--- src/irb_pkg.sv ---
// Shared constants, types and helper functions of the indication and reply queue.
`default_nettype none
package irb_pkg;
    // Queue geometry: eight segments of 256 bytes in shared memory.
    localparam int          SEG_W      = 3;
    localparam logic [2:0]  SEG_MAX    = 3'h7;
    localparam int          OFF_W      = 8;
    localparam int          ADDR_W     = SEG_W + OFF_W;
    localparam int          MEM_W      = ADDR_W + 8;
    localparam int          SAP_N      = 64;
    // Indication block byte offsets.
    localparam logic [7:0]  OFF_STAT   = 8'h00;
    localparam logic [7:0]  OFF_CODE   = 8'h01;
    localparam logic [7:0]  OFF_REM    = 8'h06;
    localparam logic [7:0]  OFF_LOC    = 8'h07;
    localparam logic [7:0]  OFF_DATA   = 8'h08;
    // Field values.
    localparam logic [7:0]  NO_SAP     = 8'hff;
    localparam logic [7:0]  STAT_VALID = 8'h01;
    localparam logic [3:0]  CODE_DDB_LO = 4'h8;
    localparam logic [3:0]  CODE_DDB_HI = 4'ha;
    localparam logic [3:0]  RUP_HIGH   = 4'ha;
    // Bit positions in the control octet and reply status.
    localparam int          BIT_TOP    = 7;
    localparam int          BIT_FCB    = 5;
    localparam int          BIT_PRIO   = 1;
    localparam int          BIT_SINGLE = 4;

    // Frame classes as reported by the link layer.
    typedef enum logic [2:0] {
        K_SDN, K_SDA, K_SRD, K_SM, K_SMTIME, K_DDBREQ, K_DDBRSP
    } irb_kind_t;

    // Frames whose top control bit is meaningful.
    function automatic logic irb_is_request(input irb_kind_t k);
        return (k != K_DDBRSP) && (k != K_SM);
    endfunction : irb_is_request

    // Frames that are answered from a reply buffer.
    function automatic logic irb_needs_reply(input irb_kind_t k);
        return (k == K_SRD) || (k == K_DDBREQ);
    endfunction : irb_needs_reply

    // Frames that complete as soon as they are validated.
    function automatic logic irb_closes_now(input irb_kind_t k);
        return (k == K_SM) || (k == K_SMTIME) || (k == K_SDN) || (k == K_DDBRSP);
    endfunction : irb_closes_now
endpackage : irb_pkg
`default_nettype wire

--- src/irb_buf.sv ---
// Two-entry buffer that decouples memory writes from the frame stream.
`timescale 1ns/100ps
`default_nettype none
module irb_buf #(
    parameter int W = 8
) (
    input  wire logic         clk_sys,   // System clock.
    input  wire logic         sys_rst,   // Synchronous reset, active high.
    input  wire logic         inValid,   // Writer offers a word.
    output logic              inReady,   // Room for a word.
    input  wire logic [W-1:0] inData,    // Offered word.
    output logic              outValid,  // Head word present.
    input  wire logic         outReady,  // Reader takes the head.
    output logic [W-1:0]      outData    // Head word, from a flop.
);
    logic [1:0]   cnt;   // Number of words held.
    logic [W-1:0] d1;    // Second entry.

    // Full and empty come straight from the count, so they never lie.
    assign inReady  = (cnt != 2'd2);
    assign outValid = (cnt != 2'd0);
    wire   push     = inValid && inReady;
    wire   pop      = outValid && outReady;

    // Count update; a pop and push together keep the level.
    always_ff @(posedge clk_sys) begin
        if (sys_rst) begin
            cnt <= 2'd0;
        end else if (push && !pop) begin
            cnt <= cnt + 2'd1;
        end else if (pop && !push) begin
            cnt <= cnt - 2'd1;
        end
    end

    // Data moves: head refills from the second entry or the input.
    always_ff @(posedge clk_sys) begin
        if (pop) begin
            if (cnt == 2'd2) begin
                d1 <= d1;
                outData <= d1;
            end else if (push) begin
                outData <= inData;
            end
        end else if (push) begin
            if (cnt == 2'd0) begin
                outData <= inData;
            end else begin
                d1 <= inData;
            end
        end
    end

    // A full buffer must refuse further words.
    property p_full_stall;
        @(posedge clk_sys) disable iff (sys_rst)
        (cnt == 2'd2 && !outReady) |=> !inReady;
    endproperty
    a_full_stall: assert property (p_full_stall) else $error("Full buffer accepted a word.");
    c_full: cover property (@(posedge clk_sys) cnt == 2'd2);
endmodule : irb_buf
`default_nettype wire

--- src/irb_reply.sv ---
// Reply buffer selection with single-update tracking per service point.
`timescale 1ns/100ps
`default_nettype none
module irb_reply
    import irb_pkg::*;
(
    input  wire logic       clk_sys,    // System clock.
    input  wire logic       sys_rst,    // Synchronous reset, active high.
    input  wire logic       fetch,      // Request needs reply data now.
    input  wire logic [5:0] fetchSap,   // Addressed local service point.
    input  wire logic [7:0] rupPtr,     // Reply pointer from the SAP entry.
    input  wire logic [7:0] rupStatus,  // Reply status byte.
    input  wire logic [7:0] rupLen,     // Reply length byte.
    input  wire logic       rearm,      // Host refilled a single-update buffer.
    input  wire logic [5:0] rearmSap,   // Service point being rearmed.
    output logic [7:0]      effLen,     // Length that will actually be sent.
    output logic            txStart,    // Reply send pulse.
    output logic [7:0]      txPtr,      // Buffer to send.
    output logic [7:0]      txLen,      // Bytes to send.
    output logic            txHigh      // Send with high priority.
);
    logic [SAP_N-1:0] used;  // Single-update buffer already sent.

    // The host must have filled the buffer before the request, so the
    // pointer is sampled the very cycle the request ends.
    wire statHigh = (rupStatus[3:0] == RUP_HIGH);
    assign effLen = used[fetchSap] ? 8'h00 : rupLen;

    // Send registers follow the fetch by one edge.
    always_ff @(posedge clk_sys) begin
        if (sys_rst) begin
            txStart <= 1'b0;
            txPtr   <= 8'h00;
            txLen   <= 8'h00;
            txHigh  <= 1'b0;
        end else begin
            txStart <= fetch;
            if (fetch) begin
                txPtr  <= rupPtr;
                txLen  <= effLen;
                txHigh <= statHigh;
            end
        end
    end

    // Sent-once marks; a send in the rearm cycle wins, so it stays marked.
    always_ff @(posedge clk_sys) begin
        if (sys_rst) begin
            used <= '0;
        end else begin
            if (rearm) begin
                used[rearmSap] <= 1'b0;
            end
            if (fetch && rupStatus[BIT_SINGLE]) begin
                used[fetchSap] <= 1'b1;
            end
        end
    end

    property p_single;
        @(posedge clk_sys) disable iff (sys_rst)
        (fetch && used[fetchSap]) |=> txStart && txLen == 8'h00;
    endproperty
    a_single: assert property (p_single) else $error("Single reply sent twice.");
    property p_multi;
        @(posedge clk_sys) disable iff (sys_rst)
        (fetch && !rupStatus[BIT_SINGLE] && !used[fetchSap]) |=>
        txLen == $past(rupLen) && !used[$past(fetchSap)];
    endproperty
    a_multi: assert property (p_multi) else $error("Multiple reply not resent.");
    property p_prio;
        @(posedge clk_sys) disable iff (sys_rst)
        fetch |=> txStart && txHigh == $past(statHigh) && txPtr == $past(rupPtr);
    endproperty
    a_prio: assert property (p_prio) else $error("Reply priority or pointer wrong.");
    c_single: cover property (@(posedge clk_sys) fetch && used[fetchSap]);
endmodule : irb_reply
`default_nettype wire

--- src/irb_core.sv ---
// Indication queue writer and reply trigger for received fieldbus frames.
`timescale 1ns/100ps
`default_nettype none
module irb_core
    import irb_pkg::*;
(
    input  wire logic              clk_sys,    // System clock, 25 MHz.
    input  wire logic              sys_rst,    // Synchronous reset, active high.
    input  wire logic              frmStart,   // Frame header valid pulse.
    input  wire irb_kind_t         frmKind,    // Frame class.
    input  wire logic [7:0]        frmCtrl,    // Received control octet.
    input  wire logic              frmOther,   // Request addressed to another node.
    input  wire logic              frmSapExt,  // Address extension present.
    input  wire logic [7:0]        frmRemSap,  // Remote service point.
    input  wire logic [7:0]        frmLocSap,  // Local service point.
    input  wire logic              inValid,    // Net data byte offered.
    output logic                   inReady,    // Net data byte taken.
    input  wire logic [7:0]        inData,     // Net data byte.
    input  wire logic              frmEnd,     // Frame end, held until endAck.
    input  wire logic              frmOk,      // Frame error-free and validated.
    output logic                   endAck,     // Frame end taken.
    input  wire logic [7:0]        rupPtr,     // Reply pointer of sapSel.
    input  wire logic [7:0]        rupStatus,  // Reply status of that buffer.
    input  wire logic [7:0]        rupLen,     // Reply length of that buffer.
    output logic [5:0]             sapSel,     // Service point being looked up.
    input  wire logic              rearm,      // Host rearms a single reply.
    input  wire logic [5:0]        rearmSap,   // Service point rearmed.
    output logic                   txStart,    // Reply send pulse.
    output logic [7:0]             txPtr,      // Reply buffer pointer.
    output logic [7:0]             txLen,      // Reply byte count.
    output logic                   txHigh,     // Reply priority high.
    input  wire logic              txDone,     // Response went out.
    output logic                   memValid,   // Memory write offered.
    input  wire logic              memReady,   // Memory write accepted.
    output logic [ADDR_W-1:0]      memAddr,    // Memory byte address.
    output logic [7:0]             memData,    // Memory byte.
    output logic                   jobDone,    // Job-done interrupt pulse.
    output logic [SEG_W-1:0]       queueWp     // Queue write pointer.
);
    // Writer states.
    typedef enum logic [2:0] {
        S_IDLE, S_CLOSE, S_CODE, S_REM, S_LOC, S_DATA
    } irb_state_t;

    irb_state_t        state;       // Current state.
    irb_state_t        next_state;  // Next state.
    logic [SEG_W-1:0]  wp;          // Segment being filled.
    irb_kind_t         kind;        // Class of the captured frame.
    logic [7:0]        ctrl;        // Captured control octet.
    logic [7:0]        remSap;      // Captured remote service point.
    logic [7:0]        locSap;      // Captured local service point.
    logic [7:0]        dataCnt;     // Net data bytes written.
    logic              pend;        // SDA/SRD job awaiting the next request.
    logic              pendFcb;     // Frame count bit of the pending job.
    logic              respSent;    // Response of the pending job went out.
    logic              hdrNext;     // Start a new header after closing.
    logic [7:0]        effLen;      // Reply length after single-update check.
    logic              bufInReady;  // Buffer has room.
    logic [MEM_W-1:0]  bufOut;      // Buffer head word.

    // Function code: DDB responses use type 0, everything else type 1.
    wire       codeTop  = irb_is_request(kind) ? ctrl[BIT_TOP] : 1'b0;
    wire [3:0] ddbNib   = ctrl[BIT_PRIO] ? CODE_DDB_HI : CODE_DDB_LO;
    wire [7:0] codeByte = (kind == K_DDBRSP)
                        ? {2'b00, ctrl[BIT_FCB -: 2], ddbNib}
                        : {codeTop, 1'b1, ctrl[BIT_FCB -: 2], ctrl[3:0]};

    // Frame end handling and reply fetch.
    wire endTake  = (state == S_DATA) && frmEnd;
    wire needRep  = irb_needs_reply(kind);
    wire fetch    = endTake && frmOk && needRep;
    wire isNull   = needRep && (dataCnt == 8'h00) && (effLen == 8'h00);
    wire keepJob  = endTake && frmOk && !isNull;
    assign endAck = endTake;
    assign sapSel = locSap[5:0];

    // An answered pending job closes on a request elsewhere or with a toggled FCB.
    wire toggled  = (frmCtrl[BIT_FCB] != pendFcb);
    wire closeOld = pend && respSent && (frmOther || toggled);

    // Buffer input selection: header fields first, then net data.
    wire hdrState = (state == S_CLOSE) || (state == S_CODE) ||
                    (state == S_REM) || (state == S_LOC);
    wire bufInValid = hdrState || ((state == S_DATA) && inValid);
    wire [7:0] offSel = (state == S_CLOSE) ? OFF_STAT :
                        (state == S_CODE)  ? OFF_CODE :
                        (state == S_REM)   ? OFF_REM  :
                        (state == S_LOC)   ? OFF_LOC  :
                        8'(OFF_DATA + dataCnt);
    wire [7:0] byteSel = (state == S_CLOSE) ? STAT_VALID :
                         (state == S_CODE)  ? codeByte   :
                         (state == S_REM)   ? remSap     :
                         (state == S_LOC)   ? locSap     :
                         inData;
    wire bufStep  = bufInValid && bufInReady;
    wire closing  = (state == S_CLOSE) && bufInReady;
    wire dataStep = (state == S_DATA) && bufStep;
    // Net data is taken only while the buffer has room, so a stall loses no byte.
    assign inReady = (state == S_DATA) && bufInReady;
    // The eight segments form a ring.
    wire [SEG_W-1:0] wpInc = (wp == SEG_MAX) ? '0 : wp + 3'h1;

    // Next-state logic; header writes wait for buffer room.
    always_comb begin
        next_state = state;
        case (state)
            S_IDLE: begin
                // A waiting job is closed before the new header is written.
                if (frmStart && closeOld) begin
                    next_state = S_CLOSE;
                end else if (frmStart && !frmOther) begin
                    next_state = S_CODE;
                end
            end
            S_CLOSE: begin
                // Status written; go on to the new header if one is waiting.
                if (bufInReady) begin
                    next_state = hdrNext ? S_CODE : S_IDLE;
                end
            end
            S_CODE: begin
                // Header bytes follow one per free buffer slot.
                if (bufInReady) begin
                    next_state = S_REM;
                end
            end
            S_REM: begin
                if (bufInReady) begin
                    next_state = S_LOC;
                end
            end
            S_LOC: begin
                if (bufInReady) begin
                    next_state = S_DATA;
                end
            end
            S_DATA: begin
                if (endTake) begin
                    // Validated SM, SDN and DDB responses close at once.
                    next_state = (keepJob && irb_closes_now(kind)) ? S_CLOSE : S_IDLE;
                end
            end
            default: begin
                next_state = S_IDLE;
            end
        endcase
    end

    // State register and completion bookkeeping.
    always_ff @(posedge clk_sys) begin
        if (sys_rst) begin
            state   <= S_IDLE;
            wp      <= '0;
            jobDone <= 1'b0;
        end else begin
            state   <= next_state;
            jobDone <= closing;
            if (closing) begin
                wp <= wpInc;
            end
        end
    end

    // Header capture; frames without extension get the no-SAP marker.
    always_ff @(posedge clk_sys) begin
        if (sys_rst) begin
            kind    <= K_SDN;
            ctrl    <= 8'h00;
            remSap  <= NO_SAP;
            locSap  <= NO_SAP;
            hdrNext <= 1'b0;
        end else if (state == S_IDLE && frmStart) begin
            hdrNext <= !frmOther;
            if (!frmOther) begin
                kind   <= frmKind;
                ctrl   <= frmCtrl;
                remSap <= frmSapExt ? frmRemSap : NO_SAP;
                locSap <= frmSapExt ? frmLocSap : NO_SAP;
            end
        end else if (endTake) begin
            hdrNext <= 1'b0;
        end
    end

    // Net data counter restarts with every header.
    always_ff @(posedge clk_sys) begin
        if (sys_rst || state == S_CODE) begin
            dataCnt <= 8'h00;
        end else if (dataStep) begin
            dataCnt <= dataCnt + 8'h01;
        end
    end

    // Pending SDA/SRD job. A retry of the same frame drops it, so the
    // repeated frame simply rewrites the same segment.
    always_ff @(posedge clk_sys) begin
        if (sys_rst) begin
            pend     <= 1'b0;
            pendFcb  <= 1'b0;
            respSent <= 1'b0;
        end else if (keepJob && !irb_closes_now(kind)) begin
            pend     <= 1'b1;
            pendFcb  <= ctrl[BIT_FCB];
            respSent <= 1'b0;
        end else if ((state == S_IDLE && frmStart && !closeOld) || closing) begin
            pend     <= 1'b0;
            respSent <= 1'b0;
        end else if (txDone && pend) begin
            respSent <= 1'b1;
        end
    end

    // Write path to shared memory; a stalled memory stalls the frame.
    irb_buf #(.W(MEM_W)) uBuf (
        .clk_sys  (clk_sys),
        .sys_rst  (sys_rst),
        .inValid  (bufInValid),
        .inReady  (bufInReady),
        .inData   ({wp, offSel, byteSel}),
        .outValid (memValid),
        .outReady (memReady),
        .outData  (bufOut)
    );
    // The head word splits into byte address and data byte.
    assign memAddr = bufOut[MEM_W-1:8];
    assign memData = bufOut[7:0];
    assign queueWp = wp;

    // Reply lookup and send trigger.
    irb_reply uReply (
        .clk_sys   (clk_sys),
        .sys_rst   (sys_rst),
        .fetch     (fetch),
        .fetchSap  (sapSel),
        .rupPtr    (rupPtr),
        .rupStatus (rupStatus),
        .rupLen    (rupLen),
        .rearm     (rearm),
        .rearmSap  (rearmSap),
        .effLen    (effLen),
        .txStart   (txStart),
        .txPtr     (txPtr),
        .txLen     (txLen),
        .txHigh    (txHigh)
    );

    // Function code checks, one per coding rule.
    property p_ddb_code;
        @(posedge clk_sys) disable iff (sys_rst)
        (state == S_CODE && kind == K_DDBRSP) |->
        codeByte[6] == 1'b0 && codeByte[3:0] == (ctrl[BIT_PRIO] ? CODE_DDB_HI : CODE_DDB_LO);
    endproperty
    a_ddb_code: assert property (p_ddb_code) else $error("DDB response code wrong.");
    property p_req_code;
        @(posedge clk_sys) disable iff (sys_rst)
        (state == S_CODE && kind != K_DDBRSP) |-> codeByte[6] && codeByte[5:4] == ctrl[5:4];
    endproperty
    a_req_code: assert property (p_req_code) else $error("Request code wrong.");
    property p_top_bit;
        @(posedge clk_sys) disable iff (sys_rst)
        (state == S_CODE && (kind == K_SM || kind == K_DDBRSP)) |-> !codeByte[7];
    endproperty
    a_top_bit: assert property (p_top_bit) else $error("Top bit leaked.");
    // Without an extension both service points carry the marker.
    property p_rem_sap;
        @(posedge clk_sys) disable iff (sys_rst)
        (state == S_IDLE && frmStart && !frmOther && !frmSapExt) |=> remSap == NO_SAP;
    endproperty
    a_rem_sap: assert property (p_rem_sap) else $error("Remote SAP not 0FFh.");
    property p_loc_sap;
        @(posedge clk_sys) disable iff (sys_rst)
        (state == S_IDLE && frmStart && !frmOther && !frmSapExt) |=> ##3 locSap == NO_SAP;
    endproperty
    a_loc_sap: assert property (p_loc_sap) else $error("Local SAP not 0FFh.");
    // Completion, immediate closing and empty polling.
    property p_close;
        @(posedge clk_sys) disable iff (sys_rst)
        closing |=> jobDone && wp == ($past(wp) == SEG_MAX ? 3'h0 : $past(wp) + 3'h1);
    endproperty
    a_close: assert property (p_close) else $error("Completion did not advance.");
    property p_now;
        @(posedge clk_sys) disable iff (sys_rst)
        (endTake && frmOk && irb_closes_now(kind)) |=> state == S_CLOSE;
    endproperty
    a_now: assert property (p_now) else $error("Validated frame not closed.");
    property p_empty;
        @(posedge clk_sys) disable iff (sys_rst)
        (endTake && frmOk && isNull && !pend) |=> state == S_IDLE && !pend ##1 !jobDone;
    endproperty
    a_empty: assert property (p_empty) else $error("Empty poll was queued.");
    property p_srd_wait;
        @(posedge clk_sys) disable iff (sys_rst)
        (endTake && frmOk && !isNull && kind == K_SRD) |=> pend && !respSent && !jobDone;
    endproperty
    a_srd_wait: assert property (p_srd_wait) else $error("SRD closed too early.");
    // A request for another node closes an answered pending job.
    property p_other_close;
        @(posedge clk_sys) disable iff (sys_rst)
        (state == S_IDLE && frmStart && frmOther && pend && respSent) |=> state == S_CLOSE;
    endproperty
    a_other_close: assert property (p_other_close) else $error("Job not closed.");
    // A frame that failed its checks is dropped without an indication.
    property p_bad_frame;
        @(posedge clk_sys) disable iff (sys_rst)
        (endTake && !frmOk) |=> state == S_IDLE ##1 !jobDone;
    endproperty
    a_bad_frame: assert property (p_bad_frame) else $error("Bad frame indicated.");
    // Covers for the deferred close, the ring wrap and a memory stall.
    c_close_old: cover property (@(posedge clk_sys) state == S_IDLE && frmStart && closeOld);
    c_wrap: cover property (@(posedge clk_sys) closing && wp == SEG_MAX);
    c_stall: cover property (@(posedge clk_sys) state == S_DATA && inValid && !bufInReady);
endmodule : irb_core
`default_nettype wire

--- config.mk ---
export PLATFORM = sky130hd
export DESIGN_NAME = irb_core
export DESIGN_NICKNAME = d
export VERILOG_FILES = /design/src/irb_pkg.sv /design/src/irb_buf.sv /design/src/irb_reply.sv /design/src/irb_core.sv
export SDC_FILE = /design/constraint.sdc
export NUM_CORES = 1
export LEC_CHECK = 0
export BUFFER_PORTS_ARGS = -buffer_cell sky130_fd_sc_hd__buf_2
export CAP_MARGIN = 20
export CORE_UTILIZATION = 40
export DETAILED_ROUTE_END_ITERATION = 10
export GPL_TIMING_DRIVEN = 0
export SLEW_MARGIN = 15
export SYNTH_ARGS = -nofsm -noshare
export SYNTH_HDL_FRONTEND = slang
export SYNTH_HIERARCHICAL = 1
export SYNTH_SLANG_ARGS = --single-unit
--- constraint.sdc ---
create_clock -name clk_sys -period 3 [get_ports clk_sys]
set_clock_uncertainty 0.05 [all_clocks]
set_input_delay 0.15 -clock clk_sys [delete_from_list [all_inputs] [get_ports clk_sys]]
set_output_delay 0.15 -clock clk_sys [all_outputs]
set_load 0.005 [all_outputs]
# [Word-level counts from Yosys, hierarchy flattened]
# Index checks and enable logic that the tools add are counted.
[word_totals] reg_bits=168 input_bits=76 out_inout_bits=50 wordCells=164
[classes] add_sub_neg=5 magnitude_cmp=4 eq_ne=23 n_mux=45 n_bitwise=6 reduce_logical=61
[ops] operator="64-bit two-way mux" count=3
[ops] operator="8-bit two-way mux" count=12
[ops] operator="19-bit two-way mux" count=5
[ops] operator="64-bit bitwise AND" count=1
[ops] operator="64-bit NOT" count=1
[ops] operator="64-bit bitwise OR" count=1
[ops] operator="1-bit logical AND" count=27
[ops] operator="3-bit two-way mux" count=8
[ops] operator="3-bit == test, second input constant" count=6
[ops] operator="3-bit case mux with 6 select lines" count=1
[ops] operator="8-bit zero test" count=2
[ops] operator="6-bit by 7-bit less-than comparator with 1-bit output, second input constant" count=2
[ops] operator="2-bit nonzero test" count=7
[ops] operator="1-bit demux with 6-bit select" count=2
[ops] operator="3-bit by 2-bit == test with 1-bit output, second input constant" count=4
[ops] operator="6-bit by 1-bit >= comparator with 1-bit output, second input constant" count=2
[ops] operator="2-bit inequality test, second input constant" count=6
[ops] operator="1-bit logical OR" count=11
[ops] operator="1-bit two-way mux" count=9
[ops] operator="4-bit by 8-bit adder with 8-bit output, first input constant" count=1
[ops] operator="8-bit by 1-bit adder with 8-bit output, second input constant" count=1
[ops] operator="2-bit two-way mux" count=4
[ops] operator="1-bit binary-select mux with 6-bit select" count=1
[ops] operator="1-bit zero test" count=6
[ops] operator="16 further kinds" count=21

# [Longest topological paths before layout]
# Gate-level depths: netlist of the first run.
[logic_depth] word_depth=11 depth_mapped=12 ltp_nobuf=10

# [Hierarchy]
# The synthesis of the first run kept the hierarchy.
[modules_own_cells] mod="irb_reply" instances=1 cells_per_inst=494 area_each_um2=4041.4 seq_area_each_um2=1641.6
[modules_own_cells] mod="irb_core" instances=1 cells_per_inst=338 area_each_um2=2662.6 seq_area_each_um2=900.9
[modules_own_cells] mod="irb_buf" instances=1 cells_per_inst=77 area_each_um2=1571.5 seq_area_each_um2=1181.1

# [Least setup slack after synthesis of the first run]
# No wires, ideal clock.
[synth_timing] path_type="flip-flop to flip-flop" startpoint="reg locSap[2]" endpoint="reg pend" setup_ns=0.117 arrival_time_ns=2.869 setup_slack_ns=-0.035 path_stages_with_launch=12 cell_sequence="dfxtp_1 -> buf_6 -> inv_2 -> mux4_2 -> a311oi_1 -> a211oi_2 -> and4_1 -> and2_1 -> or4_1 -> nor4_2 -> a311oi_2 -> a22o_1"
[synth_between] elab_chain_len=9 elab_cells_between_ends=10
[synth_lines] item="from (decl)" line_no="irb_core.sv:51" text="logic [7:0] locSap;"
[synth_lines] item="from (signal assigned)" line_no="irb_core.sv:178" text="locSap <= frmSapExt ? frmLocSap : NO_SAP;"
[synth_lines] item="1-bit binary-select mux with 6-bit select (*)" line_no="irb_reply.sv:27" text="assign effLen = used[fetchSap] ? 8'h00 : rupLen;"
[synth_lines] item="1-bit two-way mux (implied by the code) (*)" line_no="irb_reply.sv:27"
[synth_lines] item="8-bit two-way mux (*)" line_no="irb_reply.sv:27"
[synth_lines] item="net effLen[0]" line_no="irb_core.sv:57" text="logic [7:0] effLen;"
[synth_lines] item="8-bit zero test (*)" line_no="irb_core.sv:72" text="wire isNull = needRep && (dataCnt == 8'h00) && (effLen == 8'h00);"
[synth_lines] item="1-bit logical AND (*)" line_no="irb_core.sv:72"
[synth_lines] item="1-bit zero test (*)" line_no="irb_core.sv:73" text="wire keepJob = endTake && frmOk && !isNull;"
[synth_lines] item="1-bit logical AND (*)" line_no="irb_core.sv:73"
[synth_lines] item="1-bit logical AND (*)" line_no="irb_core.sv:201" text="end else if (keepJob && !irb_closes_now(kind)) begin"
[synth_lines] item="1-bit two-way mux or 2-bit nonzero test (tied branches)"
[synth_lines] item="to (signal assigned)" line_no="irb_core.sv:198" text="pend <= 1'b0;"
[synth_lines] item="to (signal assigned)" line_no="irb_core.sv:202" text="pend <= 1'b1;"
[synth_lines] item="to (signal assigned)" line_no="irb_core.sv:206" text="pend <= 1'b0;"
[synth_lines] item="to (decl)" line_no="irb_core.sv:53" text="logic pend;"
# The timed path passes the listed nets; every way through them passes the cells marked *. The select of a mux whose other input is x is not followed.
# A chain may end at the register's enable or synchronous reset.

# [Worst setup path after layout of the first run]
[layout_timing] startpoint="reg locSap[1]" endpoint="reg pend"
# Same word-level chain as after synthesis.

==> results.cfg, run 1 <==
[clock_network]
clock_path_buffers = 2
cts_tree = done
clkLatencyLatePin_ps = 440
cts_inserted_buffers = 17
clkTransAtPathRegs_ps = 70
htree_levels = 4
root_buffer = clkbuf_16
cts.sinks = 167

[floorplanning]
io_pins = 126
placementRows = 52
die_w_um = 146
core_mm2 = 0.0202
die_h_um = 146
start_util_pct = 40.9
dieArea_mm2 = 0.0213

[yosys]
syn-num-nets = 991
yosysTopAreaCell = dfxtp_1
synth_async_sr_flop_share_pct = 0
synth_top_area_share_pct = 31.2
avgSynthCellArea_um2 = 9.10
synth.distinct_cells = 73
synth_top_flop_cell = dfxtp_1
synthCells = 909
seq_area_frac_synth_pct = 45.0
syn_area_mm2 = 0.00828
ys_ff_latch = 167
synth_edf_count = 38
yosys_warnings = 6
yosys-top-cells-area = dfxtp_1 (31%), edfxtp_1 (14%), a21oi_1 (5.7%)

[worst_setup_path]
max_stage_delay_ps = 540
required_ps = 3280
r2r-start = locSap[1]$_SDFFE_PP1P_
cp-start-kind = register
critPathKind = register to register
critPathMaxFanout = 10
cp_top_family = simple AND/OR/NAND/NOR gates
crit_chain = buf_6, nor2b_1, a22oi_1, nor2_1, o31ai_4, and4_4, and2_4, or4_4, nor4_4, a311oi_4, a22o_1
cp-end-kind = register
path_buf_inv = 1
cpMaxStageDelayCell = or4_4
r2r_slack_ps = -210
arrival_ps = 3490
cp-startpoint = locSap[1]$_SDFFE_PP1P_

[sta]
tns_ps = -1020
hold_ws_ps = 14.9
maxSlewViolCount = 0
relSlewSlack_pct = 44.0
post-route-min-period_ps = 3210
layout_worst_path_cycle_share_pct = 107
rsz0062_at_grt = true
fmax_mhz = 311
tightest_slew_ps = 840
final_hold_viol_count = 0
finalWorstSetupSlack_ps = -214
setup_violations = 7

[routing]
vias_per_cell = 5.46
drc = 0
drt_pre_antenna_iters = 5
antenna_left = 0
via_count = 7543
drtIter0Drc = 604
avgRoutedWirePerCell_um = 18.6
totalWireLength_um = 25700

[power_and_ir_drop]
irDropWorstVdd_uv = 408
powerDensity_mw_per_mm2 = 537
p_leak_nw = 4.06

[layout]
antenna_cells = 0
finalInstanceArea_mm2 = 0.0105
fin_nets = 1180
area_growth_pct = 27.4
multi_input_area_mm2 = 0.00430
drive_gt1_share_pct = 25.7
ff_latch_area_mm2 = 0.00374
fill_cells = 1959

[placed_design]
dpl_cell_area_mm2 = 0.00924
place.gp.congestion = 0.908
dp.final_hpwl_um = 17900
io_buffers = 116
pre_cts_ws_ps = -885

[grt]
grt_max_degree = 20
grt_pass1_wl_um = 39500
grt_pass1_vias = 7172
grt_remaining_overflow = 0
antenna_found_initial = 0
grt.total_usage_pct = 24.2

[worst_hold_path]
hp-start = sys_rst
hold_path.class = primary input to register

[run_status]
violations = setup timing
outcome = finished with violations

[flow_run]
max_cap_viol_count = 0
flip-flops by register name, summed over array words and instances (netlist names), 7 cells and up:
| register | cells |
|---|---|
| ctrl | 7 |
| uBuf/outData | 19 |
| dataCnt | 8 |
| remSap | 8 |
| uReply/txPtr | 8 |
| uReply/used | 64 |
| uReply/txLen | 8 |
| locSap | 8 |
| uBuf/d1 | 19 |
worst paths after layout:
| check | end | cells past startpoint |
|---|---|---|
| setup / recovery | pend$_SDFFE_PP0P_ | 11 |
| hold / removal | uBuf/cnt[1]$_SDFFE_PP0P_ | 2 |
| setup reg to reg | pend$_SDFFE_PP0P_ | 11 |
| hold reg to reg | ctrl[3]$_SDFFE_PP0P_ | 2 |
synth_stat cells (5+ instances only):
cell type    n
nand4_1      7
buf_2       17
and2_1      12
o21ai_1     13
dfxtp_1    129
a21oi_1     94
nor2_1      59
and3_1       6
mux2_4      13
buf_6        7
nand3b_1     8
ha_1         6
inv_1       13
or3_1        7
mux2_2      10
mux2i_1     32
clkbuf_1    29
nand2_1    125
nor3b_1     23
o21ai_0     93
nand3_1     19
xnor2_1      5
buf_4        6
a22oi_1      9
nand2b_1     9
edfxtp_1    38
a211oi_1     5
or3b_2      10
o31ai_2      9
xor2_1       8
nor2b_1     11
report_power, final:
group          switching [mW]  internal, mW
clock                   0.956          1.32
sequential             0.0566          2.46
combinational           0.473         0.397
total                    1.49          4.18
placed cells by master (no fill, tap or decap), types with 11 or more instances in the layout:
master	Yosys	routed
nor2_1	59	56
edfxtp_1	38	38
dlygate4sd3_1	0	45
a21oi_1	94	94
buf_4	6	21
o21ai_1	13	12
nand2_1	125	124
dfxtp_1	129	124
buf_2	17	128
mux2i_1	32	31
clkbuf_16	0	17
nor2b_1	11	11
mux2_4	13	13
o21ai_0	93	91
nor3b_1	23	19
inv_1	13	13
nand3_1	19	19
clkbuf_1	29	23
logic make-up after synthesis:
logic type	Yosys count	synth area share (%)
AND/OR/NAND/NOR	325	20.6
AO/OA/AOI/OAI	261	18.8
flip-flops	167	45.0
buffers and inverters	78	4.90
multiplexers	59	8.41
XOR/XNOR	13	1.38
adder cells (fa/ha/maj)	6	0.907
through the flow:
stage / instances / power [mW] / utilization, %
5_1_grt: 1381 / 5.89 / 52.1
6_report: 1381 / 5.66 / 52.1
3_5_place_dp: 1297 / 3.38 / 45.6
3_3_place_gp: 1295 / 3.36 / 45.5
2_1_floorplan: 909 / 3.06 / -
4_1_cts: 1379 / 5.69 / 51.5
area by class of cell:
| type | count | share of cell area, % |
|---|---|---|
| inverter | 14 | 0.570 |
| sequential | 167 | 35.5 |
| buffer | 59 | 3.45 |
| clock buffer | 18 | 4.07 |
| clock inverter | 14 | 1.66 |
| tap | 270 | 3.21 |
| timing repair buffer | 175 | 10.8 |
| multi-input combinational | 664 | 40.8 |
repair_timing:
action	4_1_cts	5_1_grt
endpoints found under the hold margin	45	0
resized for setup	31	29
setup buffers	9	2
endpoints found under the setup margin	31	27
pin swaps	6	10
hold buffers	45	0
metal layers:
metal  part of all wire [%]  GRT usage, %  wire, um
met1                     41          29.1     10600
met2                     50          42.0     12800
met3                    5.7          4.42      1470
met4                    3.4          11.0       871
met5                      0             0         0
(Power assumes the default switching activity.)
==> run 2: changes to the inputs <==
--- a/config.mk
+++ b/config.mk
@@ -10,6 +10,7 @@
 export CORE_UTILIZATION = 40
 export DETAILED_ROUTE_END_ITERATION = 10
 export GPL_TIMING_DRIVEN = 0
+export SETUP_SLACK_MARGIN = 0.5
 export SLEW_MARGIN = 15
 export SYNTH_ARGS = -nofsm -noshare
 export SYNTH_HDL_FRONTEND = slang
==> results.cfg, run 2 (synthesis results as in run 1) <==
[placed_design]
place.gp.congestion = 0.912
pre_cts_ws_ps = -757
io_buffers = 116
dpl_cell_area_mm2 = 0.00926
dp.final_hpwl_um = 18100

[worst_setup_path]
cp_top_family = simple AND/OR/NAND/NOR gates
critPathMaxFanout = 10
cp-end-kind = register
path_buf_inv = 3
cp-start-kind = register
arrival_ps = 3590
max_stage_delay_ps = 540
required_ps = 3280
critPathKind = register to register
r2r-start = locSap[1]$_SDFFE_PP1P_
cp-startpoint = locSap[1]$_SDFFE_PP1P_
cpMaxStageDelayCell = or4_4
crit_chain = buf_8, buf_4, buf_6, nor3b_2, o21ai_1, a311oi_4, a211oi_2, and4_4, and2_4, or4_4, nor4_4, a311oi_2, a22o_1

[power_and_ir_drop]
p_leak_nw = 4.17
irDropWorstVdd_uv = 411
powerDensity_mw_per_mm2 = 530
totalPowerFinal_mw = 5.71

[worst_hold_path]
hp-start = sys_rst
hold_path.class = primary input to register

[grt]
grt_pass1_wl_um = 40100
antenna_found_initial = 0
grt_max_degree = 20
grt_pass1_vias = 7183
grt_remaining_overflow = 0
grt.total_usage_pct = 24.6

[layout]
ff_latch_area_mm2 = 0.00373
largest_reg_flops = 64
finalInstanceArea_mm2 = 0.0108
drive_gt1_share_pct = 26.3
fill_cells = 1856
regMostFlops = uReply/used
layout_common_cells = dfxtp_1 (125), buf_2 (124), nand2_1 (124)
final_common_cell = dfxtp_1
area_growth_pct = 30.2
fin_nets = 1192
largestRegisters = uReply/used: 64 flops, uBuf/d1: 19 flops, uBuf/outData: 19 flops
multi_input_area_mm2 = 0.00434

[clock_network]
htree_levels = 4
cts_tree = done
clock_path_buffers = 2
clkLatencyLatePin_ps = 430
cts_inserted_buffers = 17
cts.sinks = 167
root_buffer = clkbuf_16
clkTransAtPathRegs_ps = 70

[sta]
fmax_mhz = 303
post-route-min-period_ps = 3300
layout_worst_path_cycle_share_pct = 110
tns_ps = -770
rsz0062_at_grt = true
final_hold_viol_count = 0
maxSlewViolCount = 0
relSlewSlack_pct = 49.1
finalWorstSetupSlack_ps = -304
setup_violations = 3
tightest_slew_ps = 758

[floorplanning]
die_h_um = 146
dieArea_mm2 = 0.0213
io_pins = 126
placementRows = 52
start_util_pct = 40.9
die_w_um = 146
core_mm2 = 0.0202

[run_status]
violations = setup timing
outcome = finished with violations

[routing]
drc = 0
antenna_left = 0
totalWireLength_um = 26100
avgRoutedWirePerCell_um = 18.7
drtIter0Drc = 532
vias_per_cell = 5.38
via_count = 7498
drt_pre_antenna_iters = 7

[flow_run]
max_cap_viol_count = 0
==> run 2: changes by cell type in the layout (fill, tap and decap cells not counted), moves of 4 or more <==
cell	change
buf_12	+4
buf_2	-4
clkbuf_4	+5
nor2_1	-4
nor2_4	+6
==> run 2: layer usage <==
layer / up-vias / global-route usage, % / routed length [um]
li1: 3654 / - / -
met1: 3542 / 29.5 / 10700
met2: 244 / 42.2 / 12900
met3: 58 / 5.05 / 1560
met4: 0 / 11.2 / 960
met5: - / 0 / 0
==> run 2: layout make-up <==
type,count,area share [%]
tap,270,3.14
antenna,1,0.0232
clock inverter,15,1.76
buffer,64,4.02
sequential,167,34.6
inverter,14,0.557
timing repair buffer,182,11.6
multi-input combinational,664,40.3
clock buffer,17,3.95
==> run 2: path summary, 6_finish.rpt <==
path | endpoint | slack (ps) | cells after the start
hold reg to reg | ctrl[0]$_SDFFE_PP0P_ | 410 | 2
setup reg to reg | pend$_SDFFE_PP0P_ | -300 | 13
setup / recovery | pend$_SDFFE_PP0P_ | -300 | 13
hold / removal | uBuf/cnt[0]$_SDFFE_PP0P_ | 10 | 2
==> run 2: per-stage QoR <==
step | std cells | utilization [%] | hold slack (ps)
2_1_floorplan | 909 | - | 169
3_3_place_gp | 1295 | 45.6 | 339
3_5_place_dp | 1297 | 45.8 | 346
4_1_cts | 1383 | 52.1 | 3.86
5_1_grt | 1393 | 53.2 | 1.12
6_report | 1394 | 53.3 | 10.6
==> run 2: power breakdown <==
part | total, mW | internal [mW] | switching (mW)
sequential | 2.52 | 2.46 | 0.0549
clock | 2.31 | 1.33 | 0.979
combinational | 0.881 | 0.402 | 0.479
total | 5.71 | 4.19 | 1.51
==> run 2: repair_timing <==
item | CTS | global route
endpoints found under the setup margin | 80 | 44
hold buffers | 48 | 0
endpoints found under the hold margin | 45 | 0
pin swaps | 9 | 13
gates resized for setup | 40 | 41
buffers inserted | 6 | 10
